`src/rtl/mcc_pkg.sv`:
```
// shared constants, register map and types of the master clock controller
package mcc_pkg;
	localparam int CLK_PERIOD_NS   = 20;
	localparam int FCM_TIMEOUT_NS  = 2000;
	// failure is declared no sooner than the timeout, so round up
	localparam int FCM_TIMEOUT_CYC = (FCM_TIMEOUT_NS + CLK_PERIOD_NS - 1) / CLK_PERIOD_NS;
	localparam int FCM_CNT_W       = $clog2(FCM_TIMEOUT_CYC + 1);

	localparam int NUM_SRC   = 4;
	localparam int SRC_W     = 2;
	localparam int ADDR_W    = 8;
	localparam int DATA_W    = 8;
	localparam int NUM_PERIPH = 10;

	localparam logic [SRC_W-1:0] SRC_FAST_RC = 2'h0;
	localparam logic [SRC_W-1:0] SRC_SLOW_RC = 2'h1;
	localparam logic [SRC_W-1:0] SRC_HS_XTAL = 2'h2;
	localparam logic [SRC_W-1:0] SRC_HS_USER = 2'h3;

	localparam logic [ADDR_W-1:0] REG_SRC_REQ  = 8'h00;
	localparam logic [ADDR_W-1:0] REG_SW_STAT  = 8'h01;
	localparam logic [ADDR_W-1:0] REG_CLK_DIV  = 8'h02;
	localparam logic [ADDR_W-1:0] REG_GATE     = 8'h03;
	localparam logic [ADDR_W-1:0] REG_PCKEN1   = 8'h04;
	localparam logic [ADDR_W-1:0] REG_PCKEN2   = 8'h05;
	localparam logic [ADDR_W-1:0] REG_FCM      = 8'h06;
	localparam logic [ADDR_W-1:0] REG_CKO      = 8'h07;
	localparam logic [ADDR_W-1:0] REG_IRQ_STAT = 8'h08;
	localparam logic [ADDR_W-1:0] REG_IRQ_MASK = 8'h09;

	localparam int CPU_DIV_LSB  = 0;
	localparam int CPU_DIV_W    = 3;
	localparam int FAST_DIV_LSB = 3;
	localparam int FAST_DIV_W   = 2;
	localparam int CLK_DIV_W    = 5;
	localparam logic [FAST_DIV_W-1:0] FAST_DIV_8 = 2'h3;
	localparam logic [CLK_DIV_W-1:0]  RST_CLK_DIV = 5'h18;

	localparam int GATE_CORE = 0;
	localparam int GATE_MEM  = 1;
	localparam logic [1:0] RST_GATE = 2'h3;
	localparam logic [DATA_W-1:0] RST_PCKEN1  = 8'hFF;
	localparam logic [DATA_W-1:0] PCKEN2_MASK = 8'h0C;
	localparam logic [DATA_W-1:0] RST_PCKEN2  = 8'h0C;
	localparam int PCKEN2_ADC = 3;
	localparam int PCKEN2_WKU = 2;

	localparam int CKO_EN  = 0;
	localparam int CKO_CFG_W = 4;
	localparam logic [2:0] CKO_SEL_MASTER = 3'h4;
	localparam logic [2:0] CKO_SEL_CPU    = 3'h5;

	localparam int IRQ_W       = 2;
	localparam int IRQ_FCM     = 0;
	localparam int IRQ_SW_DONE = 1;

	typedef enum {SW_IDLE, SW_WAIT_OLD, SW_WAIT_NEW} mcc_sw_state_t;
endpackage

```
`src/rtl/mcc_sw_if.sv`:
```
// signals between the controller and its glitch-free source switch
interface mcc_sw_if;
	logic [mcc_pkg::NUM_SRC-1:0] srcTick;
	logic [mcc_pkg::NUM_SRC-1:0] srcReady;
	logic                        req;
	logic [mcc_pkg::SRC_W-1:0]   reqSrc;
	logic                        forceFast;
	logic                        busy;
	logic [mcc_pkg::SRC_W-1:0]   curSrc;
	logic                        masterTick;
	logic                        done;
	modport ctrl (output srcTick, srcReady, req, reqSrc, forceFast,
		input busy, curSrc, masterTick, done);
	modport sw (input srcTick, srcReady, req, reqSrc, forceFast,
		output busy, curSrc, masterTick, done);
endinterface

```
`src/rtl/mcc_divider.sv`:
```
// power-of-two tick divider, ratio 2**divSel
module mcc_divider #(
	parameter int DIV_W = 3
) (
	input  wire logic             ref_clk,
	input  wire logic             rst_n,
	input  wire logic             tickIn,
	input  wire logic [DIV_W-1:0] divSel,
	output logic                  tickOut
);
	localparam int CNT_W = (1 << DIV_W) - 1;

	if (DIV_W < 1 || DIV_W > 4) begin : g_bad_width
		$error("mcc_divider: DIV_W must be 1 to 4");
	end

	logic [CNT_W-1:0] cnt_ff;
	logic             tickOut_ff;
	wire  [CNT_W-1:0] mask = CNT_W'((32'd1 << divSel) - 32'd1);
	wire              wrap = (cnt_ff & mask) == mask;

	// a ratio change mid-count may shorten one divided period
	always_ff @(posedge ref_clk or negedge rst_n) begin
		if (!rst_n) begin
			cnt_ff     <= '0;
			tickOut_ff <= 1'b0;
		end else begin
			if (tickIn)
				cnt_ff <= wrap ? '0 : CNT_W'(cnt_ff + 1'b1);
			tickOut_ff <= tickIn && wrap;
		end
	end

	assign tickOut = tickOut_ff;
endmodule

```
`src/rtl/mcc_clk_switch.sv`:
```
// glitch-free master source switch working on source tick enables
module mcc_clk_switch (
	input wire logic ref_clk,
	input wire logic rst_n,
	mcc_sw_if.sw     sw
);
	mcc_pkg::mcc_sw_state_t          state_ff, nxt_state;
	logic [mcc_pkg::SRC_W-1:0]       curSrc_ff, nxt_curSrc, tgtSrc_ff, nxt_tgtSrc;
	logic                            masterTick_ff;
	logic                            done_ff;

	wire oldTick  = sw.srcTick[curSrc_ff];
	wire newTick  = sw.srcTick[tgtSrc_ff];
	wire tgtReady = sw.srcReady[tgtSrc_ff];
	// muted from the last old edge until a full new period has run
	wire passOld  = (state_ff != mcc_pkg::SW_WAIT_NEW) && oldTick;
	wire commit   = (state_ff == mcc_pkg::SW_WAIT_NEW) && newTick;

	always_comb begin
		nxt_state  = state_ff;
		nxt_curSrc = curSrc_ff;
		nxt_tgtSrc = tgtSrc_ff;
		case (state_ff)
			mcc_pkg::SW_IDLE: begin
				if (sw.req && sw.reqSrc != curSrc_ff) begin
					nxt_tgtSrc = sw.reqSrc;
					nxt_state  = mcc_pkg::SW_WAIT_OLD;
				end
			end
			mcc_pkg::SW_WAIT_OLD: begin
				if (sw.req) begin
					nxt_tgtSrc = sw.reqSrc;
					if (sw.reqSrc == curSrc_ff)
						nxt_state = mcc_pkg::SW_IDLE;
				end else if (tgtReady && oldTick) begin
					nxt_state = mcc_pkg::SW_WAIT_NEW;
				end
			end
			mcc_pkg::SW_WAIT_NEW: begin
				if (newTick) begin
					nxt_curSrc = tgtSrc_ff;
					nxt_state  = mcc_pkg::SW_IDLE;
				end
			end
			default: nxt_state = mcc_pkg::SW_IDLE;
		endcase
		// a dead external source gives no last edge to wait for
		if (sw.forceFast) begin
			nxt_tgtSrc = mcc_pkg::SRC_FAST_RC;
			nxt_state  = mcc_pkg::SW_WAIT_NEW;
		end
	end

	always_ff @(posedge ref_clk or negedge rst_n) begin
		if (!rst_n) begin
			state_ff      <= mcc_pkg::SW_IDLE;
			curSrc_ff     <= mcc_pkg::SRC_FAST_RC;
			tgtSrc_ff     <= mcc_pkg::SRC_FAST_RC;
			masterTick_ff <= 1'b0;
			done_ff       <= 1'b0;
		end else begin
			state_ff      <= nxt_state;
			curSrc_ff     <= nxt_curSrc;
			tgtSrc_ff     <= nxt_tgtSrc;
			masterTick_ff <= passOld;
			done_ff       <= commit;
		end
	end

	assign sw.busy       = state_ff != mcc_pkg::SW_IDLE;
	assign sw.curSrc     = curSrc_ff;
	assign sw.masterTick = masterTick_ff;
	assign sw.done       = done_ff;

	property p_hold_until_ready;
		@(posedge ref_clk) disable iff (!rst_n)
		(state_ff == mcc_pkg::SW_WAIT_OLD && !tgtReady && !sw.forceFast && !sw.req)
			|=> state_ff == mcc_pkg::SW_WAIT_OLD && $stable(curSrc_ff);
	endproperty
	a_hold_until_ready: assert property (p_hold_until_ready)
		else $error("source left before the new source was ready");

	property p_mute_gap;
		@(posedge ref_clk) disable iff (!rst_n)
		state_ff == mcc_pkg::SW_WAIT_NEW |=> !masterTick_ff;
	endproperty
	a_mute_gap: assert property (p_mute_gap)
		else $error("master tick while waiting for the new source");

	c_switch_done: cover property (@(posedge ref_clk) disable iff (!rst_n) commit);
endmodule

```
`src/rtl/mcc_top.sv`:
```
// master clock controller: source switch, prescalers, gating, monitor, clock output
module mcc_top (
	input  wire logic                              ref_clk,
	input  wire logic                              rst_n,
	input  wire logic [mcc_pkg::NUM_SRC-1:0]       oscLevel,
	input  wire logic [mcc_pkg::NUM_SRC-1:0]       oscReady,
	input  wire logic [mcc_pkg::ADDR_W-1:0]        regAddr,
	input  wire logic [mcc_pkg::DATA_W-1:0]        regWrData,
	input  wire logic                              regWrEn,
	input  wire logic                              regRdEn,
	output logic      [mcc_pkg::DATA_W-1:0]        regRdData,
	output logic                                   masterClkEn,
	output logic                                   cpuClkEn,
	output logic                                   memClkEn,
	output logic      [mcc_pkg::NUM_PERIPH-1:0]    periphClkEn,
	output logic                                   ckoOut,
	output logic                                   ckoOe,
	output logic                                   irq
);
	mcc_sw_if swBus ();

	// pin synchronisers and edge detection, one per source
	logic [mcc_pkg::NUM_SRC-1:0] lvlMeta_ff, lvlSync_ff, lvlLast_ff;
	logic [mcc_pkg::NUM_SRC-1:0] rdyMeta_ff, rdySync_ff;
	logic [mcc_pkg::NUM_SRC-1:0] rawTick;

	for (genvar i = 0; i < mcc_pkg::NUM_SRC; i++) begin : g_src
		always_ff @(posedge ref_clk or negedge rst_n) begin
			if (!rst_n) begin
				lvlMeta_ff[i] <= 1'b0;
				lvlSync_ff[i] <= 1'b0;
				lvlLast_ff[i] <= 1'b0;
				rdyMeta_ff[i] <= 1'b0;
				rdySync_ff[i] <= 1'b0;
			end else begin
				lvlMeta_ff[i] <= oscLevel[i];
				lvlSync_ff[i] <= lvlMeta_ff[i];
				lvlLast_ff[i] <= lvlSync_ff[i];
				rdyMeta_ff[i] <= oscReady[i];
				rdySync_ff[i] <= rdyMeta_ff[i];
			end
		end
		assign rawTick[i] = lvlSync_ff[i] && !lvlLast_ff[i];
	end

	// registers
	logic [mcc_pkg::SRC_W-1:0]     srcReq_ff;
	logic                          swReq_ff;
	logic [mcc_pkg::CLK_DIV_W-1:0] clkDiv_ff;
	logic [1:0]                    gate_ff;
	logic [mcc_pkg::DATA_W-1:0]    pcken1_ff, pcken2_ff;
	logic                          fcmEn_ff;
	logic [mcc_pkg::CKO_CFG_W-1:0] ckoCfg_ff;
	logic [mcc_pkg::IRQ_W-1:0]     stat_ff, mask_ff, nxt_stat;
	logic [mcc_pkg::DATA_W-1:0]    rdData_ff, rdMux;
	logic                          irq_ff;

	wire wrSrc  = regWrEn && regAddr == mcc_pkg::REG_SRC_REQ;
	wire wrDiv  = regWrEn && regAddr == mcc_pkg::REG_CLK_DIV;
	wire wrGate = regWrEn && regAddr == mcc_pkg::REG_GATE;
	wire wrPck1 = regWrEn && regAddr == mcc_pkg::REG_PCKEN1;
	wire wrPck2 = regWrEn && regAddr == mcc_pkg::REG_PCKEN2;
	wire wrFcm  = regWrEn && regAddr == mcc_pkg::REG_FCM;
	wire wrCko  = regWrEn && regAddr == mcc_pkg::REG_CKO;
	wire wrStat = regWrEn && regAddr == mcc_pkg::REG_IRQ_STAT;
	wire wrMask = regWrEn && regAddr == mcc_pkg::REG_IRQ_MASK;

	wire [mcc_pkg::FAST_DIV_W-1:0] fastDiv =
		clkDiv_ff[mcc_pkg::FAST_DIV_LSB +: mcc_pkg::FAST_DIV_W];
	wire [mcc_pkg::CPU_DIV_W-1:0]  cpuDiv  =
		clkDiv_ff[mcc_pkg::CPU_DIV_LSB +: mcc_pkg::CPU_DIV_W];

	// fast RC passes its own divider before the mux
	logic fastTick;
	mcc_divider #(.DIV_W(mcc_pkg::FAST_DIV_W)) u_fast_div (
		.ref_clk (ref_clk),
		.rst_n   (rst_n),
		.tickIn  (rawTick[mcc_pkg::SRC_FAST_RC]),
		.divSel  (fastDiv),
		.tickOut (fastTick)
	);

	// clock failure monitor
	logic [mcc_pkg::FCM_CNT_W-1:0] monCnt_ff;
	logic                          failHeld_ff;
	wire onExt    = swBus.curSrc == mcc_pkg::SRC_HS_XTAL || swBus.curSrc == mcc_pkg::SRC_HS_USER;
	wire extTick  = rawTick[swBus.curSrc];
	wire monArmed = fcmEn_ff && onExt && !failHeld_ff;
	wire fcmFail  = monArmed && monCnt_ff == mcc_pkg::FCM_CNT_W'(mcc_pkg::FCM_TIMEOUT_CYC);

	always_ff @(posedge ref_clk or negedge rst_n) begin
		if (!rst_n) begin
			monCnt_ff   <= '0;
			failHeld_ff <= 1'b0;
		end else begin
			if (!monArmed || extTick || fcmFail)
				monCnt_ff <= '0;
			else
				monCnt_ff <= mcc_pkg::FCM_CNT_W'(monCnt_ff + 1'b1);
			// stays held until the fallback has committed
			if (fcmFail)
				failHeld_ff <= 1'b1;
			else if (swBus.done)
				failHeld_ff <= 1'b0;
		end
	end

	assign swBus.srcTick   = {rawTick[mcc_pkg::NUM_SRC-1:1], fastTick};
	assign swBus.srcReady  = rdySync_ff;
	assign swBus.req       = swReq_ff;
	assign swBus.reqSrc    = srcReq_ff;
	assign swBus.forceFast = fcmFail;

	mcc_clk_switch u_switch (
		.ref_clk (ref_clk),
		.rst_n   (rst_n),
		.sw      (swBus)
	);

	// master prescaler towards core and peripherals
	logic prescTick;
	mcc_divider #(.DIV_W(mcc_pkg::CPU_DIV_W)) u_cpu_div (
		.ref_clk (ref_clk),
		.rst_n   (rst_n),
		.tickIn  (swBus.masterTick),
		.divSel  (cpuDiv),
		.tickOut (prescTick)
	);

	// peripheral gates, register one then the two live bits of register two
	wire [mcc_pkg::NUM_PERIPH-1:0] gateVec =
		{pcken2_ff[mcc_pkg::PCKEN2_ADC], pcken2_ff[mcc_pkg::PCKEN2_WKU], pcken1_ff};
	logic [mcc_pkg::NUM_PERIPH-1:0] periph_ff;
	logic                           cpu_ff, mem_ff;

	for (genvar p = 0; p < mcc_pkg::NUM_PERIPH; p++) begin : g_periph
		always_ff @(posedge ref_clk or negedge rst_n) begin
			if (!rst_n)
				periph_ff[p] <= 1'b0;
			else
				periph_ff[p] <= prescTick && gateVec[p];
		end
	end

	always_ff @(posedge ref_clk or negedge rst_n) begin
		if (!rst_n) begin
			cpu_ff <= 1'b0;
			mem_ff <= 1'b0;
		end else begin
			cpu_ff <= prescTick && gate_ff[mcc_pkg::GATE_CORE];
			mem_ff <= prescTick && gate_ff[mcc_pkg::GATE_MEM];
		end
	end

	// clock output: toggles on the chosen tick, so it runs at half that rate
	wire [2:0] ckoSel = ckoCfg_ff[3:1];
	wire ckoTick = ckoSel == mcc_pkg::CKO_SEL_MASTER ? swBus.masterTick :
		ckoSel == mcc_pkg::CKO_SEL_CPU ? prescTick :
		ckoSel[2] ? 1'b0 : swBus.srcTick[ckoSel[1:0]];
	logic ckoOut_ff, ckoOe_ff;

	always_ff @(posedge ref_clk or negedge rst_n) begin
		if (!rst_n) begin
			ckoOut_ff <= 1'b0;
			ckoOe_ff  <= 1'b0;
		end else begin
			ckoOe_ff <= ckoCfg_ff[mcc_pkg::CKO_EN];
			if (!ckoCfg_ff[mcc_pkg::CKO_EN])
				ckoOut_ff <= 1'b0;
			else if (ckoTick)
				ckoOut_ff <= !ckoOut_ff;
		end
	end

	// sticky events, set beats a write-one clear
	wire [mcc_pkg::IRQ_W-1:0] evt = {swBus.done, fcmFail};
	assign nxt_stat = (stat_ff & ~(wrStat ? regWrData[mcc_pkg::IRQ_W-1:0] : '0)) | evt;

	always_ff @(posedge ref_clk or negedge rst_n) begin
		if (!rst_n) begin
			srcReq_ff <= mcc_pkg::SRC_FAST_RC;
			swReq_ff  <= 1'b0;
			clkDiv_ff <= mcc_pkg::RST_CLK_DIV;
			gate_ff   <= mcc_pkg::RST_GATE;
			pcken1_ff <= mcc_pkg::RST_PCKEN1;
			pcken2_ff <= mcc_pkg::RST_PCKEN2;
			fcmEn_ff  <= 1'b0;
			ckoCfg_ff <= '0;
			stat_ff   <= '0;
			mask_ff   <= '0;
			irq_ff    <= 1'b0;
		end else begin
			swReq_ff <= wrSrc;
			if (wrSrc)
				srcReq_ff <= regWrData[mcc_pkg::SRC_W-1:0];
			// fallback forces the fast RC divider back to eight
			if (fcmFail)
				clkDiv_ff[mcc_pkg::FAST_DIV_LSB +: mcc_pkg::FAST_DIV_W] <= mcc_pkg::FAST_DIV_8;
			else if (wrDiv)
				clkDiv_ff <= regWrData[mcc_pkg::CLK_DIV_W-1:0];
			if (wrGate)
				gate_ff <= regWrData[1:0];
			if (wrPck1)
				pcken1_ff <= regWrData;
			if (wrPck2)
				pcken2_ff <= regWrData & mcc_pkg::PCKEN2_MASK;
			if (wrFcm)
				fcmEn_ff <= regWrData[0];
			if (wrCko)
				ckoCfg_ff <= regWrData[mcc_pkg::CKO_CFG_W-1:0];
			if (wrMask)
				mask_ff <= regWrData[mcc_pkg::IRQ_W-1:0];
			stat_ff <= nxt_stat;
			irq_ff  <= |(nxt_stat & (wrMask ? regWrData[mcc_pkg::IRQ_W-1:0] : mask_ff));
		end
	end

	always_comb begin
		if (regAddr == mcc_pkg::REG_SRC_REQ)
			rdMux = {6'h00, srcReq_ff};
		else if (regAddr == mcc_pkg::REG_SW_STAT)
			rdMux = {rdySync_ff, 1'b0, swBus.curSrc, swBus.busy};
		else if (regAddr == mcc_pkg::REG_CLK_DIV)
			rdMux = {3'h0, clkDiv_ff};
		else if (regAddr == mcc_pkg::REG_GATE)
			rdMux = {6'h00, gate_ff};
		else if (regAddr == mcc_pkg::REG_PCKEN1)
			rdMux = pcken1_ff;
		else if (regAddr == mcc_pkg::REG_PCKEN2)
			rdMux = pcken2_ff;
		else if (regAddr == mcc_pkg::REG_FCM)
			rdMux = {7'h00, fcmEn_ff};
		else if (regAddr == mcc_pkg::REG_CKO)
			rdMux = {4'h0, ckoCfg_ff};
		else if (regAddr == mcc_pkg::REG_IRQ_STAT)
			rdMux = {6'h00, stat_ff};
		else if (regAddr == mcc_pkg::REG_IRQ_MASK)
			rdMux = {6'h00, mask_ff};
		else
			rdMux = '0;
	end

	always_ff @(posedge ref_clk or negedge rst_n) begin
		if (!rst_n)
			rdData_ff <= '0;
		else
			rdData_ff <= regRdEn ? rdMux : '0;
	end

	assign regRdData   = rdData_ff;
	assign masterClkEn = swBus.masterTick;
	assign cpuClkEn    = cpu_ff;
	assign memClkEn    = mem_ff;
	assign periphClkEn = periph_ff;
	assign ckoOut      = ckoOut_ff;
	assign ckoOe       = ckoOe_ff;
	assign irq         = irq_ff;

	property p_presc_chain;
		@(posedge ref_clk) disable iff (!rst_n)
		cpu_ff |-> $past(swBus.masterTick, 2) && $past(gate_ff[mcc_pkg::GATE_CORE]);
	endproperty
	a_presc_chain: assert property (p_presc_chain)
		else $error("core tick without master tick two cycles earlier");

	property p_periph_gate;
		@(posedge ref_clk) disable iff (!rst_n)
		(periph_ff & ~$past(gateVec)) == '0;
	endproperty
	a_periph_gate: assert property (p_periph_gate)
		else $error("peripheral tick while its gate is off");

	property p_mem_gate;
		@(posedge ref_clk) disable iff (!rst_n)
		!gate_ff[mcc_pkg::GATE_MEM] ##1 !gate_ff[mcc_pkg::GATE_MEM] |-> !mem_ff;
	endproperty
	a_mem_gate: assert property (p_mem_gate)
		else $error("memory tick while memory gate is off");

	property p_monitor_off;
		@(posedge ref_clk) disable iff (!rst_n)
		!fcmEn_ff |-> !fcmFail ##1 (monCnt_ff == '0);
	endproperty
	a_monitor_off: assert property (p_monitor_off)
		else $error("failure monitor active while disabled");

	property p_fallback;
		@(posedge ref_clk) disable iff (!rst_n)
		fcmFail |=> swBus.busy && stat_ff[mcc_pkg::IRQ_FCM] && fastDiv == mcc_pkg::FAST_DIV_8;
	endproperty
	a_fallback: assert property (p_fallback)
		else $error("failure did not start the fallback to fast RC over eight");

	property p_irq_level;
		@(posedge ref_clk) disable iff (!rst_n)
		irq_ff == |(stat_ff & mask_ff);
	endproperty
	a_irq_level: assert property (p_irq_level)
		else $error("interrupt level disagrees with status and mask");

	property p_busy_flag;
		@(posedge ref_clk) disable iff (!rst_n)
		(swReq_ff && srcReq_ff != swBus.curSrc && !swBus.busy) |=> swBus.busy;
	endproperty
	a_busy_flag: assert property (p_busy_flag)
		else $error("pending switch not flagged");

	property p_cko_off;
		@(posedge ref_clk) disable iff (!rst_n)
		!ckoCfg_ff[mcc_pkg::CKO_EN] |=> !ckoOut_ff && !ckoOe_ff;
	endproperty
	a_cko_off: assert property (p_cko_off)
		else $error("clock output active while disabled");

	property p_read_slot;
		@(posedge ref_clk) disable iff (!rst_n)
		!regRdEn |=> rdData_ff == '0;
	endproperty
	a_read_slot: assert property (p_read_slot)
		else $error("read data outside its slot");

	c_fcm_fail: cover property (@(posedge ref_clk) disable iff (!rst_n) fcmFail);
	c_cko_run: cover property (@(posedge ref_clk) disable iff (!rst_n) $rose(ckoOut_ff));
	c_irq: cover property (@(posedge ref_clk) disable iff (!rst_n) $rose(irq_ff));
endmodule

```
`config.mk`:
```
export PLATFORM = sky130hd
export DESIGN_NAME = mcc_top
export DESIGN_NICKNAME = d
export VERILOG_FILES = /design/src/rtl/mcc_pkg.sv /design/src/rtl/mcc_sw_if.sv /design/src/rtl/mcc_divider.sv /design/src/rtl/mcc_clk_switch.sv /design/src/rtl/mcc_top.sv
export SDC_FILE = /design/constraint.sdc
export NUM_CORES = 1
export LEC_CHECK = 0
export ABC_CLOCK_PERIOD_IN_PS = 1860
export BUFFER_PORTS_ARGS = -buffer_cell sky130_fd_sc_hd__buf_2
export CAP_MARGIN = 20
export CORE_MARGIN = 2
export CORE_UTILIZATION = 55
export DETAILED_ROUTE_END_ITERATION = 10
export GPL_ROUTABILITY_DRIVEN = 0
export GPL_TIMING_DRIVEN = 0
export HOLD_SLACK_MARGIN = 0.15
export PLACE_DENSITY = 0.72
export SKIP_CTS_REPAIR_TIMING = 1
export SKIP_LAST_GASP = 1
export SLEW_MARGIN = 20
export SYNTH_ARGS = -nofsm -noshare
export SYNTH_HDL_FRONTEND = slang
export SYNTH_SLANG_ARGS = --single-unit
```
`constraint.sdc`:
```
create_clock -name ref_clk -period 1.86 [get_ports ref_clk]
set_input_delay 0.093 -clock ref_clk [delete_from_list [all_inputs] [get_ports ref_clk]]
set_output_delay 0.093 -clock ref_clk [all_outputs]
set_load 0.1 [all_outputs]
```
==> impl_metrics.py <==
metrics = {
    "run_status": {
        "outcome": "finished, final reports clean",
    },
    "detailed_routing": {
        "drc_errors": 0,
        "firstDrtPassIters": 4,
        "antenna_left": 0,
        "drt_wl_total_um": 8780,
        "vias_per_cell": 5.49,
        "vias": 3047,
        "drt-wirelength-per-cell_um": 15.8,
        "drt_iter0_markers": 250,
    },
    "floorplanning": {
        "ios": 52,
        "die_x_um": 92.7,
        "die_h_um": 92.7,
        "core_um2": 7690,
        "rows": 32,
        "start_util_pct": 56.3,
        "die_area_um2": 8600,
    },
    "logic_synthesis": {
        "synth_seq_cells": 100,
        "ys.flop_type": "dfrtp_1",
        "async_flop_share_pct": 100,
        "synthDistinctLibCells": 53,
        "synth_xor_area_share_pct": 2.22,
        "synth_area_um2": 4330,
        "synthSimpleGateAreaFrac_pct": 16.2,
        "synth.yosys.warnings": 0,
        "syn-instance-count": 362,
        "syn_nets": 394,
        "synthTopCellsByCount": "dfrtp_1, nor2_1, nand2_1",
        "synth_compound_area_share_pct": 8.70,
        "yosysMostFrequentCell": "dfrtp_1",
        "ys_seq_area_share_pct": 58.2,
        "synth_edf_count": 0,
        "netlist.area_leader.share_pct": 49.7,
        "synth.area.top_cells": "dfrtp_1, dfstp_2, mux2_2",
        "muxShareOfSynthArea_pct": 11.3,
        "synth.largest_area_cell": "dfrtp_1",
        "syn_avg_cell_area_um2": 12.0,
        "synth_top_family_by_area": "simple AND/OR/NAND/NOR gates",
        "synthAdderAreaFrac_pct": 1.16,
    },
    "flow_run": {
        "drv_cap": 0,
    },
    "worst_setup_path": {
        "rr_startpoint": "u_switch.sw.curSrc[1]",
        "cp.arrival_ns": 2.08,
        "critPathCaptureType": "register",
        "cpPeakStageDelay_ns": 0.49,
        "worst-endpoint-required_ns": 2.11,
        "crit-reg2reg-capture": "clkDiv_ff[2]",
        "reg2regPathDepth": 4,
        "startpoint_type": "register",
        "crit_path_max_fanout": 5,
        "r2r_slack_ns": 0.04,
        "crit_type": "reg2reg",
        "crit_start": "u_switch.sw.curSrc[1]",
        "path_cells": "nand3b_1 > nor4b_4 > nor2_1 > mux2_2",
        "crit_slowest_cell": "dfrtp_1",
    },
    "sta": {
        "fin_tns_setup_ns": 0,
        "timing.fmax_mhz": 548,
        "slew_violations": 0,
        "final-setup-viol-count": 0,
        "maxSlewHeadroom_pct": 54.0,
        "finClkSkew_ns": 0.0113,
        "fin_crit_ns": 1.82,
        "finalHoldViolCount": 0,
        "fin_crit_sh_pct": 98.0,
        "tightestPinTransition_ns": 0.685,
    },
    "cts": {
        "cts_tree": "done",
        "path_clk_slew_ns": 0.10,
        "clock-root-buffer": "clkbuf_8",
        "h-tree-depth": 3,
        "clk_path_buf_depth": 2,
        "cts_sinks": 100,
        "clk_latency_ns": 0.36,
        "cts-buffers-inserted": 9,
    },
    "pwr": {
        "vdd_drop_max_mv": 0.601,
        "p_leak_nw": 2.46,
        "p_per_area_nw_per_um2": 761,
    },
    "cells_and_area": {
        "fillCellCount": 604,
        "num_antenna_cells": 0,
        "multi_input_area_um2": 1730,
        "fin_util_pct": 67.4,
        "final_layout_size_suffix_gt1_share_pct": 27.6,
        "area_growth_pct": 19.6,
        "nets": 481,
        "seq_area_um2": 2520,
    },
    "placed_design": {
        "port_buffers": 50,
        "place_hpwl_um": 6270,
    },
    "grt": {
        "overflow": 0,
        "antenna_found_initial": 0,
        "grt_usage_pct": 21.5,
        "grt_pass1_vias": 2908,
        "grt_max_degree": 61,
        "grt_first_pass_wirelength_um": 14100,
    },
    "hold_path": {
        "hp-class": "in2async",
    },
}
[worst max-delay path by stage]
stage,to
3_3_place_gp,irq
6_report,clkDiv_ff[2]
5_1_grt,clkDiv_ff[2]
2_1_floorplan,ckoOut
3_5_place_dp,irq
4_1_cts,clkDiv_ff[2]
[power by group]
part / internal (mW) / switching [mW]
Combinational: 0.148 / 0.191
Clock: 0.535 / 0.740
Sequential: 2.27 / 0.0630
Total: 2.95 / 0.994
[layout make-up]
type,instances,share of cell area (%)
buffer,11,1.01
clock buffer,10,2.66
clock inverter,5,0.821
inverter,12,0.869
multi-input combinational,239,33.4
sequential,100,48.6
tap,102,2.46
timing repair buffer,76,10.1
[routing by layer]
metal  vias to the layer above  wire, µm  part of all wire (%)  GRT usage (%)
met4                         0       119                   1.4           6.99
met3                        10       381                   4.3           4.80
li1                       1444         -                     -              -
met1                      1514      3830                    44           28.5
met5                         -         0                     0              0
met2                        79      4450                    51           35.5
[layout by cell type, fill, tap and decap left out, types with 12 or more instances in the layout]
cell type / instances
dlygate4sd3_1: 21
and2_1: 14
nand3_1: 12
dfstp_2: 14
o21ai_0: 14
mux2_2: 20
nand2_1: 25
a21oi_1: 12
nor2_1: 29
dfrtp_1: 86
inv_1: 12
buf_2: 49
[critical path: cells and delay by family, from the launching register on]
kind / cells / cell delay [ns]
and+or+nand+nor: 3 / 0.92
DFF: 1 / 0.49
muxes: 1 / 0.31
[state kept, by name (all words and copies together) (netlist names), 3 cells and up]
signal             cells
rdyMeta_ff             4
rdySync_ff             4
lvlSync_ff             4
monCnt_ff              7
u_cpu_div.cnt_ff       7
pcken1_ff              8
periphClkEn           10
ckoCfg_ff              4
lvlLast_ff             4
regRdData              8
u_fast_div.cnt_ff      3
lvlMeta_ff             4
clkDiv_ff              5
[cells by family after synthesis]
kind of cell             after synthesis
AO/OA/AOI/OAI                         57
XOR/XNOR                              11
adder cells (fa/ha/maj)                4
buffers and inverters                 23
flip-flops                           100
multiplexers                          40
AND/OR/NAND/NOR                      127
[stage by stage]
| stage | power, mW | setup slack [ns] | hold slack, ns | instance area, µm² | cells |
|---|---|---|---|---|---|
| after detailed placement | 2.68 | -0.451 | 0.0286 | 4740 | 515 |
| after global routing | 4.11 | -0.00589 | 0.196 | 5180 | 555 |
| after CTS | 3.95 | -0.280 | -0.369 | 4920 | 530 |
| after global placement | 2.65 | -0.404 | 0.200 | 4710 | 514 |
| after floorplan | 2.53 | 0.000250 | -0.203 | 4330 | 362 |
| final | 3.94 | 0.0364 | 0.199 | 5180 | 555 |
No activity file was read; power rests on OpenSTA's default activity.
